`src/rtl/rst_stat_pkg.sv`:
```
// Purpose: Shared constants and types for the reset and link status block
// Assumes: 50 MHz aclk, AXI4-Lite word-aligned register access
// Notes:   Word offsets are register indices; byte address is four times
package rst_stat_pkg;

    // ****************************************
    // Register word offsets and groups
    // ****************************************
    localparam logic [11:0] PHY_LO_W     = 12'h300;
    localparam logic [11:0] PHY_HI_W     = 12'h3FF;
    localparam logic [11:0] TXMAC_LO_W   = 12'h400;
    localparam logic [11:0] TXMAC_HI_W   = 12'h4FF;
    localparam logic [11:0] RXMAC_LO_W   = 12'h500;
    localparam logic [11:0] RXMAC_HI_W   = 12'h5FF;
    localparam logic [11:0] FLOW_LO_W    = 12'h600;
    localparam logic [11:0] FLOW_HI_W    = 12'h708;
    localparam logic [11:0] STAT_LO_W    = 12'h800;
    localparam logic [11:0] STAT_HI_W    = 12'h9FF;
    localparam logic [11:0] TSTAMP_LO_W  = 12'hA00;
    localparam logic [11:0] TSTAMP_HI_W  = 12'hBFF;
    localparam logic [11:0] FEC_LO_W     = 12'hC00;
    localparam logic [11:0] FEC_HI_W     = 12'hDFF;

    localparam logic [11:0] REVISION_W   = 12'h300;
    localparam logic [11:0] SCRATCH_W    = 12'h301;
    localparam logic [11:0] STATUS_W     = 12'h3F0;
    localparam logic [11:0] CONTROL_W    = 12'h3F1;

    // Arbitrary neutral identification value
    localparam logic [31:0] REVISION_VAL = 32'h0000_0001;
    localparam logic [31:0] SCRATCH_RST  = 32'h0000_0000;
    localparam logic [1:0]  CONTROL_RST  = 2'h0;

    // Status flag indices, not the status word bit positions (tx_lanes_stable reads back at bit 7)
    localparam int ST_TX_STABLE  = 0;
    localparam int ST_BLOCK_LOCK = 1;
    localparam int ST_MARKER     = 2;
    localparam int ST_PCS_READY  = 3;
    localparam int ST_LOC_FAULT  = 4;
    localparam int ST_REM_FAULT  = 5;
    // Control bits: soft TX reset, soft RX reset
    localparam int CT_TX_SOFT    = 0;
    localparam int CT_RX_SOFT    = 1;

    // ****************************************
    // Timing counts
    // ****************************************
    localparam int BLOCK_LOCK_CYC = 64;
    localparam int LOCK_CNT_W     = 7;

    localparam logic [1:0] RESP_OKAY   = 2'h0;
    localparam logic [1:0] RESP_SLVERR = 2'h2;

    typedef enum logic [2:0] {
        GRP_NONE, GRP_PHY, GRP_MAC, GRP_FLOW, GRP_STAT, GRP_TSTAMP, GRP_FEC
    } reg_group_t;

    typedef struct packed {
        logic tx_lanes_stable;
        logic rx_block_lock;
        logic receive_marker_locked;
        logic rx_pcs_ready;
        logic local_fault_status;
        logic remote_fault_status;
        logic unidirectional_en;
        logic link_fault_gen_en;
    } status_t;

    typedef struct packed {
        logic tx_lanes_ok;
        logic sync_hdr_ok;
        logic marker_ok;
        logic local_fault;
        logic remote_fault;
    } phy_in_t;

endpackage

```
`src/rtl/rst_sync.sv`:
```
// Purpose: Two-stage reset synchroniser
// Assumes: Active-low reset in, from outside the aclk domain
// Notes:   Asserts at once, releases after two edges
`timescale 1ns/1ps
module rst_sync (
    input  wire logic aclk,
    input  wire logic rst_in_n,
    output logic      rst_out_n
);
    logic [1:0] stage_q;

    always_ff @(posedge aclk or negedge rst_in_n) begin
        if (!rst_in_n) begin
            stage_q <= 2'h0;
        end else begin
            stage_q <= {stage_q[0], 1'b1};
        end
    end

    assign rst_out_n = stage_q[1];
endmodule

```
`src/rtl/eth_reset_status_ctrl.sv`:
```
// Purpose: Reset sequencing, link status and register decode
// Assumes: aclk 50 MHz; AXI4-Lite slave, word-aligned 32-bit accesses
// Notes:   Status outputs all come from flip-flops
//
// Overview of operation
// Status outputs treated as asynchronous to client
// Lanes stable only when all lanes ready
// Block lock after 64 consecutive sync headers
// Marker lock with FEC, else follows lock
// PCS ready whenever block lock asserted
// Local fault status when fault generation present
// Remote fault status when fault generation present
// Unidirectional and fault-gen enables with clause support
// Three hard resets synchronised before use
// Host holds each reset ten cycles
// Both ready outputs signal reset complete
// Global reset clears registers and readies
// TX reset drops lanes stable
// RX reset drops PCS ready
// Host asserts channel reset before speed change
// Word addressed, full 32-bit accesses only
// Writes to read-only fields ignored
// Writes to reserved registers discarded
// Word offsets decode into register groups
// Host avoids undefined bits and registers
// Host disables calibration before reconfig access
// PHY registers reset only by global reset
// Two-stage synchroniser per reset input
// Status low while affecting reset asserted
`timescale 1ns/1ps
module eth_reset_status_ctrl
    import rst_stat_pkg::*;
#(
    parameter bit FEC_EN        = 1'b0,
    parameter bit FAULT_GEN_EN  = 1'b1,
    parameter bit UNIDIR_CLAUSE = 1'b1
) (
    input  wire logic                 aclk,
    input  wire logic                 aresetn,
    input  wire logic                 tx_rst_n,
    input  wire logic                 rx_rst_n,
    input  wire logic                 csr_rst_n,
    input  wire logic                 channel_reset,
    input  wire rst_stat_pkg::phy_in_t phy_in,
    output rst_stat_pkg::status_t     status,
    input  wire logic [13:0]          s_axi_awaddr,
    input  wire logic                 s_axi_awvalid,
    output logic                      s_axi_awready,
    input  wire logic [31:0]          s_axi_wdata,
    input  wire logic [3:0]           s_axi_wstrb,
    input  wire logic                 s_axi_wvalid,
    output logic                      s_axi_wready,
    output logic [1:0]                s_axi_bresp,
    output logic                      s_axi_bvalid,
    input  wire logic                 s_axi_bready,
    input  wire logic [13:0]          s_axi_araddr,
    input  wire logic                 s_axi_arvalid,
    output logic                      s_axi_arready,
    output logic [31:0]               s_axi_rdata,
    output logic [1:0]                s_axi_rresp,
    output logic                      s_axi_rvalid,
    input  wire logic                 s_axi_rready
);
    import rst_stat_pkg::*;

    // ****************************************
    // Decode function
    // ****************************************
    function automatic reg_group_t group_of(input logic [11:0] w);
        if (w >= PHY_LO_W && w <= PHY_HI_W) return GRP_PHY;
        if (w >= TXMAC_LO_W && w <= RXMAC_HI_W) return GRP_MAC;
        if (w >= FLOW_LO_W && w <= FLOW_HI_W) return GRP_FLOW;
        if (w >= STAT_LO_W && w <= STAT_HI_W) return GRP_STAT;
        if (w >= TSTAMP_LO_W && w <= TSTAMP_HI_W) return GRP_TSTAMP;
        if (w >= FEC_LO_W && w <= FEC_HI_W) return GRP_FEC;
        return GRP_NONE;
    endfunction

    // ****************************************
    // Reset synchronisers
    // ****************************************
    logic [2:0] rst_raw_n;
    logic [2:0] rst_syn_n;

    assign rst_raw_n = {csr_rst_n & aresetn,
                        rx_rst_n & csr_rst_n & aresetn,
                        tx_rst_n & csr_rst_n & aresetn};

    genvar gi;
    generate
        for (gi = 0; gi < 3; gi++) begin : g_sync
            rst_sync u_sync (
                .aclk      (aclk),
                .rst_in_n  (rst_raw_n[gi]),
                .rst_out_n (rst_syn_n[gi])
            );
        end
    endgenerate

    logic csr_ok;
    logic tx_ok;
    logic rx_ok;
    logic chan_q1;
    logic chan_q2;
    logic ctl_tx_soft;
    logic ctl_rx_soft;

    assign csr_ok = rst_syn_n[2];
    assign tx_ok  = rst_syn_n[0] & ~chan_q2 & ~ctl_tx_soft;
    assign rx_ok  = rst_syn_n[1] & ~chan_q2 & ~ctl_rx_soft;

    // ****************************************
    // Input synchronisers for link status and channel reset
    // ****************************************
    phy_in_t phy_s1_q;
    phy_in_t phy_s2_q;

    always_ff @(posedge aclk) begin
        phy_s1_q <= phy_in;
        phy_s2_q <= phy_s1_q;
        chan_q1  <= channel_reset;
        chan_q2  <= chan_q1;
    end

    // ****************************************
    // Lock counter and status
    // ****************************************
    logic [LOCK_CNT_W-1:0] lock_cnt_q;
    logic [LOCK_CNT_W-1:0] lock_cnt_d;
    status_t               stat_q;
    status_t               stat_d;
    logic                  lock_now;

    localparam logic [LOCK_CNT_W-1:0] LOCK_LAST =
        LOCK_CNT_W'(BLOCK_LOCK_CYC);

    always_comb begin
        lock_cnt_d = lock_cnt_q;
        if (!rx_ok || !phy_s2_q.sync_hdr_ok) begin
            lock_cnt_d = '0;
        end else if (lock_cnt_q != LOCK_LAST) begin
            lock_cnt_d = lock_cnt_q + 1'b1;
        end
        lock_now = rx_ok && (lock_cnt_q == LOCK_LAST);

        stat_d = '0;
        stat_d.tx_lanes_stable = tx_ok && phy_s2_q.tx_lanes_ok;
        stat_d.rx_block_lock   = lock_now;
        stat_d.rx_pcs_ready    = lock_now;
        stat_d.receive_marker_locked =
            FEC_EN ? (lock_now && phy_s2_q.marker_ok) : lock_now;
        if (FAULT_GEN_EN) begin
            stat_d.local_fault_status  = rx_ok && phy_s2_q.local_fault;
            stat_d.remote_fault_status = rx_ok && phy_s2_q.remote_fault;
            stat_d.unidirectional_en   = csr_ok && UNIDIR_CLAUSE;
            stat_d.link_fault_gen_en   = csr_ok && UNIDIR_CLAUSE;
        end
    end

    always_ff @(posedge aclk) begin
        if (!aresetn || !csr_ok) begin
            lock_cnt_q <= '0;
            stat_q     <= '0;
        end else begin
            lock_cnt_q <= lock_cnt_d;
            stat_q     <= stat_d;
        end
    end

    assign status = stat_q;

    // ****************************************
    // AXI4-Lite slave and PHY registers
    // ****************************************
    logic        aw_held_q, aw_held_d;
    logic [11:0] aw_word_q, aw_word_d;
    logic        w_held_q, w_held_d;
    logic [31:0] w_data_q, w_data_d;
    logic [3:0]  w_strb_q, w_strb_d;
    logic        bvalid_q, bvalid_d;
    logic [1:0]  bresp_q, bresp_d;
    logic        rvalid_q, rvalid_d;
    logic [31:0] rdata_q, rdata_d;
    logic [1:0]  rresp_q, rresp_d;
    logic [31:0] scratch_q, scratch_d;
    logic [1:0]  ctrl_q, ctrl_d;
    logic        do_write;
    logic [11:0] ar_word;
    logic        awready_q;
    logic        wready_q;
    logic        arready_q;

    assign ctl_tx_soft = ctrl_q[CT_TX_SOFT];
    assign ctl_rx_soft = ctrl_q[CT_RX_SOFT];
    assign ar_word     = s_axi_araddr[13:2];

    always_comb begin
        aw_held_d = aw_held_q;
        aw_word_d = aw_word_q;
        w_held_d  = w_held_q;
        w_data_d  = w_data_q;
        w_strb_d  = w_strb_q;
        bvalid_d  = bvalid_q;
        bresp_d   = bresp_q;
        rvalid_d  = rvalid_q;
        rdata_d   = rdata_q;
        rresp_d   = rresp_q;
        scratch_d = scratch_q;
        ctrl_d    = ctrl_q;

        if (s_axi_awvalid && !aw_held_q && !bvalid_q) begin
            aw_held_d = 1'b1;
            aw_word_d = s_axi_awaddr[13:2];
        end
        if (s_axi_wvalid && !w_held_q && !bvalid_q) begin
            w_held_d = 1'b1;
            w_data_d = s_axi_wdata;
            w_strb_d = s_axi_wstrb;
        end

        do_write = aw_held_q && w_held_q && !bvalid_q;
        if (do_write) begin
            aw_held_d = 1'b0;
            w_held_d  = 1'b0;
            bvalid_d  = 1'b1;
            bresp_d   = RESP_OKAY;
            if (w_strb_q != 4'hF) begin
                bresp_d = RESP_SLVERR;
            end else if (aw_word_q == SCRATCH_W) begin
                scratch_d = w_data_q;
            end else if (aw_word_q == CONTROL_W) begin
                ctrl_d = w_data_q[1:0];
            end else if (group_of(aw_word_q) == GRP_NONE) begin
                bresp_d = RESP_SLVERR;
            end
        end
        if (bvalid_q && s_axi_bready) begin
            bvalid_d = 1'b0;
        end

        // Answer only after the address handshake
        if (s_axi_arvalid && arready_q) begin
            rvalid_d = 1'b1;
            rresp_d  = RESP_OKAY;
            rdata_d  = 32'h0000_0000;
            unique case (ar_word)
                REVISION_W: rdata_d = REVISION_VAL;
                SCRATCH_W:  rdata_d = scratch_q;
                CONTROL_W:  rdata_d = {30'h0, ctrl_q};
                STATUS_W:   rdata_d = {24'h0, stat_q};
                default: begin
                    if (group_of(ar_word) == GRP_NONE) begin
                        rresp_d = RESP_SLVERR;
                    end
                end
            endcase
        end else if (rvalid_q && s_axi_rready) begin
            rvalid_d = 1'b0;
        end
    end

    always_ff @(posedge aclk) begin
        if (!aresetn) begin
            aw_held_q <= 1'b0;
            aw_word_q <= '0;
            w_held_q  <= 1'b0;
            w_data_q  <= '0;
            w_strb_q  <= '0;
            bvalid_q  <= 1'b0;
            bresp_q   <= RESP_OKAY;
            rvalid_q  <= 1'b0;
            rdata_q   <= '0;
            rresp_q   <= RESP_OKAY;
        end else begin
            aw_held_q <= aw_held_d;
            aw_word_q <= aw_word_d;
            w_held_q  <= w_held_d;
            w_data_q  <= w_data_d;
            w_strb_q  <= w_strb_d;
            bvalid_q  <= bvalid_d;
            bresp_q   <= bresp_d;
            rvalid_q  <= rvalid_d;
            rdata_q   <= rdata_d;
            rresp_q   <= rresp_d;
        end
    end

    // PHY registers see only the global reset
    always_ff @(posedge aclk) begin
        if (!aresetn || !csr_ok) begin
            scratch_q <= SCRATCH_RST;
            ctrl_q    <= CONTROL_RST;
        end else begin
            scratch_q <= scratch_d;
            ctrl_q    <= ctrl_d;
        end
    end

    // Ready flags registered from held state
    always_ff @(posedge aclk) begin
        if (!aresetn) begin
            awready_q <= 1'b0;
            wready_q  <= 1'b0;
            arready_q <= 1'b0;
        end else begin
            awready_q <= 1'b0;
            wready_q  <= 1'b0;
            arready_q <= 1'b0;
            if (s_axi_awvalid && !aw_held_q && !bvalid_q && !awready_q)
                awready_q <= 1'b1;
            if (s_axi_wvalid && !w_held_q && !bvalid_q && !wready_q)
                wready_q <= 1'b1;
            if (s_axi_arvalid && !rvalid_q && !arready_q)
                arready_q <= 1'b1;
        end
    end

    assign s_axi_awready = awready_q;
    assign s_axi_wready  = wready_q;
    assign s_axi_arready = arready_q;
    assign s_axi_bvalid  = bvalid_q;
    assign s_axi_bresp   = bresp_q;
    assign s_axi_rvalid  = rvalid_q;
    assign s_axi_rdata   = rdata_q;
    assign s_axi_rresp   = rresp_q;

endmodule

```
`config.mk`:
```
export PLATFORM = sky130hd
export DESIGN_NAME = eth_reset_status_ctrl
export DESIGN_NICKNAME = d
export VERILOG_FILES = /design/src/rtl/rst_stat_pkg.sv /design/src/rtl/rst_sync.sv /design/src/rtl/eth_reset_status_ctrl.sv
export SDC_FILE = /design/constraint.sdc
export NUM_CORES = 1
export LEC_CHECK = 0
export ABC_CLOCK_PERIOD_IN_PS = 2350
export BUFFER_PORTS_ARGS = -buffer_cell sky130_fd_sc_hd__buf_2
export CAP_MARGIN = 20
export CORE_UTILIZATION = 56
export CTS_BUF_LIST = sky130_fd_sc_hd__clkbuf_8
export CTS_CLUSTER_DIAMETER = 80
export DETAILED_ROUTE_END_ITERATION = 6
export PLACE_DENSITY = 0.82
export SYNTH_ARGS = -nofsm -noshare
export SYNTH_HDL_FRONTEND = slang
export SYNTH_SLANG_ARGS = --single-unit
```
`constraint.sdc`:
```
create_clock -name aclk -period 2.35 [get_ports aclk]
set_clock_uncertainty 0.2 [all_clocks]
set_input_delay 0.235 -clock aclk [delete_from_list [all_inputs] [get_ports aclk]]
set_output_delay 0.235 -clock aclk [all_outputs]
set_load 0.1 [all_outputs]
```
Yosys cells after proc, flatten, opt, wreduce, memory -nomap -nowiden --
Cells that the tools add are included.
Cells by class: add/sub/neg operators 1, $lt $le $gt $ge 24, muxes and demuxes 134, bitwise logic cells 15, equality and inequality tests 9, reductions and logical operators 51
Operator list (count):
- 3-bit 2-to-1 mux | 44
- 32-bit case mux with 4 select lines | 1
- 1-bit 2-to-1 mux | 83
- 12-bit by 10-bit == test with 1-bit output (second input constant) | 6
- 12-bit >= comparator (second input constant) | 6
- 12-bit <= comparator (second input constant) | 6
- 12-bit by 11-bit >= comparator with 1-bit output (second input constant) | 4
- 12-bit by 11-bit <= comparator with 1-bit output (second input constant) | 4
- 1-bit logical AND | 29
- 12-bit by 10-bit >= comparator with 1-bit output (second input constant) | 2
- 12-bit by 10-bit <= comparator with 1-bit output (second input constant) | 2
- 2-bit 2-to-1 mux | 6
- 1-bit zero test | 11
- 1-bit AND | 9
- 7-bit by 1-bit adder with 7-bit output (second input constant) | 1
- 7-bit == test (second input constant) | 1
- 7-bit != test (second input constant) | 1
- 3-bit zero test | 2
- 1-bit NOT | 6
- 2-bit OR reduction | 3
- 4-bit != test (second input constant) | 1
- 4-bit AND reduction | 1
- 4-bit OR reduction | 1
- 3-bit AND reduction | 1
- other kinds (2) | 3
Word-level totals: flip-flop bits (word level) 153, logic and storage cells 268

Depth between registers and ports, before layout --
depth in word-level cells 57, mapped depth 6, gate-level depth less buffers 6

Modules after synthesis --
Synthesis repeated with hierarchy kept, for this count alone.
Unflattened totals: cell total of the unflattened synthesis 646, area total of the unflattened synthesis 5684.2 um^2
Modules (own cells, without submodules):
- eth_reset_status_ctrl | area an instance 5522.8 um^2, sequential area each 2902.8 um^2, times used 1, cells each 637
- rst_sync | area an instance 53.8 um^2, sequential area each 50.0 um^2, times used 3, cells each 3

Worst setup path before layout --
Ideal clock, no wire load.
kind reg2reg, from register arready_q, in the netlist s_axi_arready, to register rresp_q[1], in the netlist s_axi_rresp[1], period minus slack after synthesis 2244 ps, path slack 106 ps, arrival 1970 ps, setup time 75 ps, stages on the path, launching flop included 6, cell sequence dfxtp_1 -> and2_1 -> clkbuf_1 -> buf_1 -> o21ai_0 -> a31oi_1
On the way: cells in the longest elaborated chain, start to end 1
RTL lines:
- start, declared | RTL line eth_reset_status_ctrl.sv:191 | logic arready_q;
- start signal, assigned | RTL line eth_reset_status_ctrl.sv:304 | arready_q <= 1'b0;
- start signal, assigned | RTL line eth_reset_status_ctrl.sv:308 | arready_q <= 1'b0;
- start signal, assigned | RTL line eth_reset_status_ctrl.sv:314 | arready_q <= 1'b1;
- 1-bit logical AND | RTL line eth_reset_status_ctrl.sv:242 | if (s_axi_arvalid && arready_q) begin
- end signal, assigned | RTL line eth_reset_status_ctrl.sv:284 | rresp_q <= rresp_d;
- end, declared | RTL line eth_reset_status_ctrl.sv:184 | logic [1:0] rresp_q, rresp_d;
Every way passes these cells. A chain may end at the register's enable or synchronous reset.

Final worst setup path --
from input s_axi_araddr[6], to register rresp_q[1], in the netlist s_axi_rresp[1]
On the way: cells in the longest elaborated chain, start to end 21, elaborated cells between the ends (all ways) 75, classes of those cells order compare (12); eq/ne (4); mux (51); reduce/logical (8)
RTL lines:
- start, declared | RTL line eth_reset_status_ctrl.sv:56 | input wire logic [13:0] s_axi_araddr,
- 12-bit by 11-bit >= comparator with 1-bit output (tied with other cells) | RTL line eth_reset_status_ctrl.sv:71 | if (w >= TXMAC_LO_W && w <= RXMAC_HI_W) return GRP_MAC;
- 1-bit logical AND, on equally long branches | RTL line eth_reset_status_ctrl.sv:71, eth_reset_status_ctrl.sv:75
- 3-bit 2-to-1 mux or 1-bit 2-to-1 mux (tied branches) (2 in series) | RTL line eth_reset_status_ctrl.sv:71, eth_reset_status_ctrl.sv:75
- 3-bit 2-to-1 mux or 1-bit 2-to-1 mux (tied branches) | RTL line eth_reset_status_ctrl.sv:246, eth_reset_status_ctrl.sv:74
- 3-bit 2-to-1 mux or 1-bit 2-to-1 mux (tied branches) | RTL line eth_reset_status_ctrl.sv:242, eth_reset_status_ctrl.sv:73
- 3-bit 2-to-1 mux or 1-bit 2-to-1 mux (tied branches) | RTL line eth_reset_status_ctrl.sv:72 | if (w >= FLOW_LO_W && w <= FLOW_HI_W) return GRP_FLOW;
- 3-bit 2-to-1 mux or 1-bit 2-to-1 mux (tied branches) | RTL line eth_reset_status_ctrl.sv:73, eth_reset_status_ctrl.sv:71
- 3-bit 2-to-1 mux or 1-bit 2-to-1 mux (tied branches) | RTL line eth_reset_status_ctrl.sv:74, eth_reset_status_ctrl.sv:246
- (+4 left out)
- 3-bit 2-to-1 mux | RTL line eth_reset_status_ctrl.sv:73 | if (w >= STAT_LO_W && w <= STAT_HI_W) return GRP_STAT;
- 3-bit 2-to-1 mux | RTL line eth_reset_status_ctrl.sv:72
- 3-bit 2-to-1 mux | RTL line eth_reset_status_ctrl.sv:71
- 3-bit 2-to-1 mux | RTL line eth_reset_status_ctrl.sv:246 | unique case (ar_word)
- 3-bit 2-to-1 mux | RTL line eth_reset_status_ctrl.sv:242
- 3-bit zero test | RTL line eth_reset_status_ctrl.sv:252 | if (group_of(ar_word) == GRP_NONE) begin
- 2-bit 2-to-1 mux | RTL line eth_reset_status_ctrl.sv:252
- 2-bit 2-to-1 mux (*) | RTL line eth_reset_status_ctrl.sv:246
Every way passes the cells marked *; elsewhere a longest branch is shown, timed or not. The select of a mux whose other input is x is not followed.

==> run summary <==
drt first pass iters: 7
main area contributors after synthesis: dfxtp_1 51%, nand2_1 11%, a21boi_0 9.4%
CP endpoint kind: register
number of placement rows: 36
Req. time, crit path: 2.48 ns
Yosys warnings: 0
Cell Pwr Density: 747 mW/mm²
top-area cell type share of the netlist area: 51.2%
vias per std cell: 5.42
CTS tree: built
clk_lat worst skew: 0.44 ns
Post-synth top cells: 173 x nand2_1, 145 x dfxtp_1, 71 x a21boi_0
cells after synthesis: 641
Seq/Total Area, Yosys: 53.9%
Root Buffer: clkbuf_8
post-DP HPWL: 8650 µm
hold_sp: s_axi_araddr[9]
worst r2r path cells: 7
first-pass GRT wire length: 23,800 µm
number of placed instances, taps included: 864
pre-CTS WS: 0.231 ns
initial antenna violation count: 0
GR Layer Usage met2: 51.9%
Synth Register Bits: 151
FILL cells: 658
CTS sink cnt: 151
Synth cell types: 44
Area Growth Syn to Fin: 33.4%
fin nets: 898
critical path type: in2reg
CTS H-tree lvls: 4
r2r startpoint: lock_cnt_q[0]
vias in the first global route: 5,126
Final Cycle Share: 94.4%
total of max-cap violations: 0
total die area: 0.0105 mm²
Routability Congestion: 0.832
hold path cells: 4
hold endpoint: s_axi_rdata[1]
largest net degree at the start of global routing: 71
Leak: 3.06 nW
Starting Density: 57.9%
Synth area leader: dfxtp_1
status: finished, final reports clean
Worst Tran Pin Value: 0.512 ns
Fin Setup TNS: 0 ns
input/output buffers: 121
via count: 5,217
IR drop worst, VDD: 0.467 mV
Max Fclk: 451 MHz
most common cell in the netlist: nand2_1
TritonCTS buffer count: 17
Synth Flop Type: dfxtp_1
RSZ-0062 raised after global routing: no
layout cells sized above 1: 21.4%
Setup Viol. Count Final: 0
R2R Path End: lock_cnt_q[1]
CP Max Fanout: 3
n_diodes: 0
antenna-violating nets left: 0
Final Non-Filler Cells: 962
Die Y: 103 µm
Reg clk slew, reported paths: 0.08 ns
Slew HR: 66.1%
Routed wire per std cell: 15.3 µm
Final min period: 2.22 ns
Final Hold Fails: 0
fin. max-slew vios: 0
Final WS setup: 0.131 ns
grt met3 use: 8.61%
CTS Buffer Depth: 2
core area: 0.00977 mm²
Synth Cell Area: 0.00566 mm²
HP Class: in2reg
overall routed net length: 14,800 µm
1st-iter DRT viols: 349
Residual DRC: 0
GR peak layer: met2
total gr overflow: 0
EDFF count, synth: 0
Arr. time, crit path: 2.35 ns
asr flop ratio synth: 3.97%
M1 GR Usage: 33.3%
GRT Total Usage: 29.5%
CP Launch Type: primary input
syn avg cell area: 8.84 µm²
Reg2Reg Setup Slack: 0.16 ns
die span in x: 103 µm
num ports: 129
==> what timing repair did <==
item                       CTS  global route
hold endpoints to repair    65             0
gates resized for setup      0             1
hold buffers                66             0
setup endpoints to repair    0             1
setup buffers                0             0
==> cells in the final DEF, fill, tap and decap left out, drive strengths merged, types with 4 or more instances in the layout <==
cell,synthesis,final
nand3,29,29
a21boi,75,75
bufinv,0,6
xnor2,4,4
and3,6,6
nand4,32,32
clkbuf,33,20
nor2,14,14
dfrtp,6,6
nand2,173,173
dlygate4sd3,0,66
mux2i,5,5
inv,4,6
nor4,5,5
a22oi,6,6
clkinv,0,4
and2,7,7
nor3b,4,4
buf,17,137
dfxtp,145,145
conb,2,5
o21ai,41,41
==> kinds of logic (layout without fill, tap and decap cells) <==
| group | after synthesis | count (layout) | synth area share, % |
|---|---|---|---|
| compound gates | 135 | 135 | 15.9 |
| xor+xnor | 6 | 6 | 0.928 |
| fa+ha+maj | 2 | 2 | 0.442 |
| buf+inv | 54 | 239 | 4.26 |
| flops | 151 | 151 | 53.9 |
| mux | 5 | 5 | 0.884 |
| other cells | 2 | 5 | 0.133 |
| simple gates | 286 | 286 | 23.5 |
==> sequential cells by signal, indices dropped and copies added (netlist names), 2 cells and up <==
name                   cells
g_sync.u_sync.stage_q      6
s_axi_rdata               32
lock_cnt_q                 7
phy_s1_q                   4
ctrl_q                     2
status                     5
phy_s2_q                   4
w_strb_q                   4
aw_word_q                 12
scratch_q                 32
w_data_q                  32
==> final cells by class <==
| class | count | area (µm²) | share of cell area [%] |
|---|---|---|---|
| multi-input cells | 439 | 2400 | 31.8 |
| inverters | 4 | 15.0 | 0.199 |
| flip-flops and latches | 151 | 3050 | 40.4 |
| clock buffers | 20 | 275 | 3.64 |
| well taps | 133 | 166 | 2.20 |
| clock inverters | 12 | 221 | 2.93 |
| repair buffers | 203 | 1420 | 18.8 |
==> critical path, cell delays in order <==
cell and delay [ns]:
buf_2 0.11, or4_4 0.56, o2111ai_1 0.21, dlygate4sd3_1 0.59
a31oi_1 0.07, dlygate4sd3_1 0.57
==> routing by layer <==
layer | up-vias | share of wire [%]
met5 | - | 0
met4 | 0 | 3.3
met3 | 47 | 6.8
met2 | 223 | 49
met1 | 2410 | 41
li1 | 2537 | -
==> through the flow <==
step	util (%)	area, µm²	total power [mW]	hold WS (ns)
floorplan	-	5680	3.04	-0.153
global placement	65.4	6390	3.18	-0.0491
detailed placement	65.4	6390	3.20	-0.0403
CTS	77.3	7550	5.63	0.00420
global route	77.3	7560	5.83	0.00476
finish	77.3	7560	5.64	0.0291
==> how the worst max path moves through the flow <==
stage                     from              to  cells past startpoint
6_report       s_axi_araddr[6]  s_axi_rresp[1]                      6
5_1_grt        s_axi_araddr[6]  s_axi_rresp[1]                      6
4_1_cts        s_axi_araddr[6]  s_axi_rresp[1]                      6
3_5_place_dp     lock_cnt_q[0]   lock_cnt_q[1]                      7
3_3_place_gp     aw_word_q[11]    scratch_q[0]                      5
2_1_floorplan    s_axi_arready  s_axi_rresp[1]                      5
==> where the power goes <==
part	total (mW)	switching (mW)	internal, mW
Combinational	0.549	0.331	0.217
Clock	2.40	0.940	1.46
Sequential	2.70	0.0516	2.64
(Power assumes the default switching activity.)
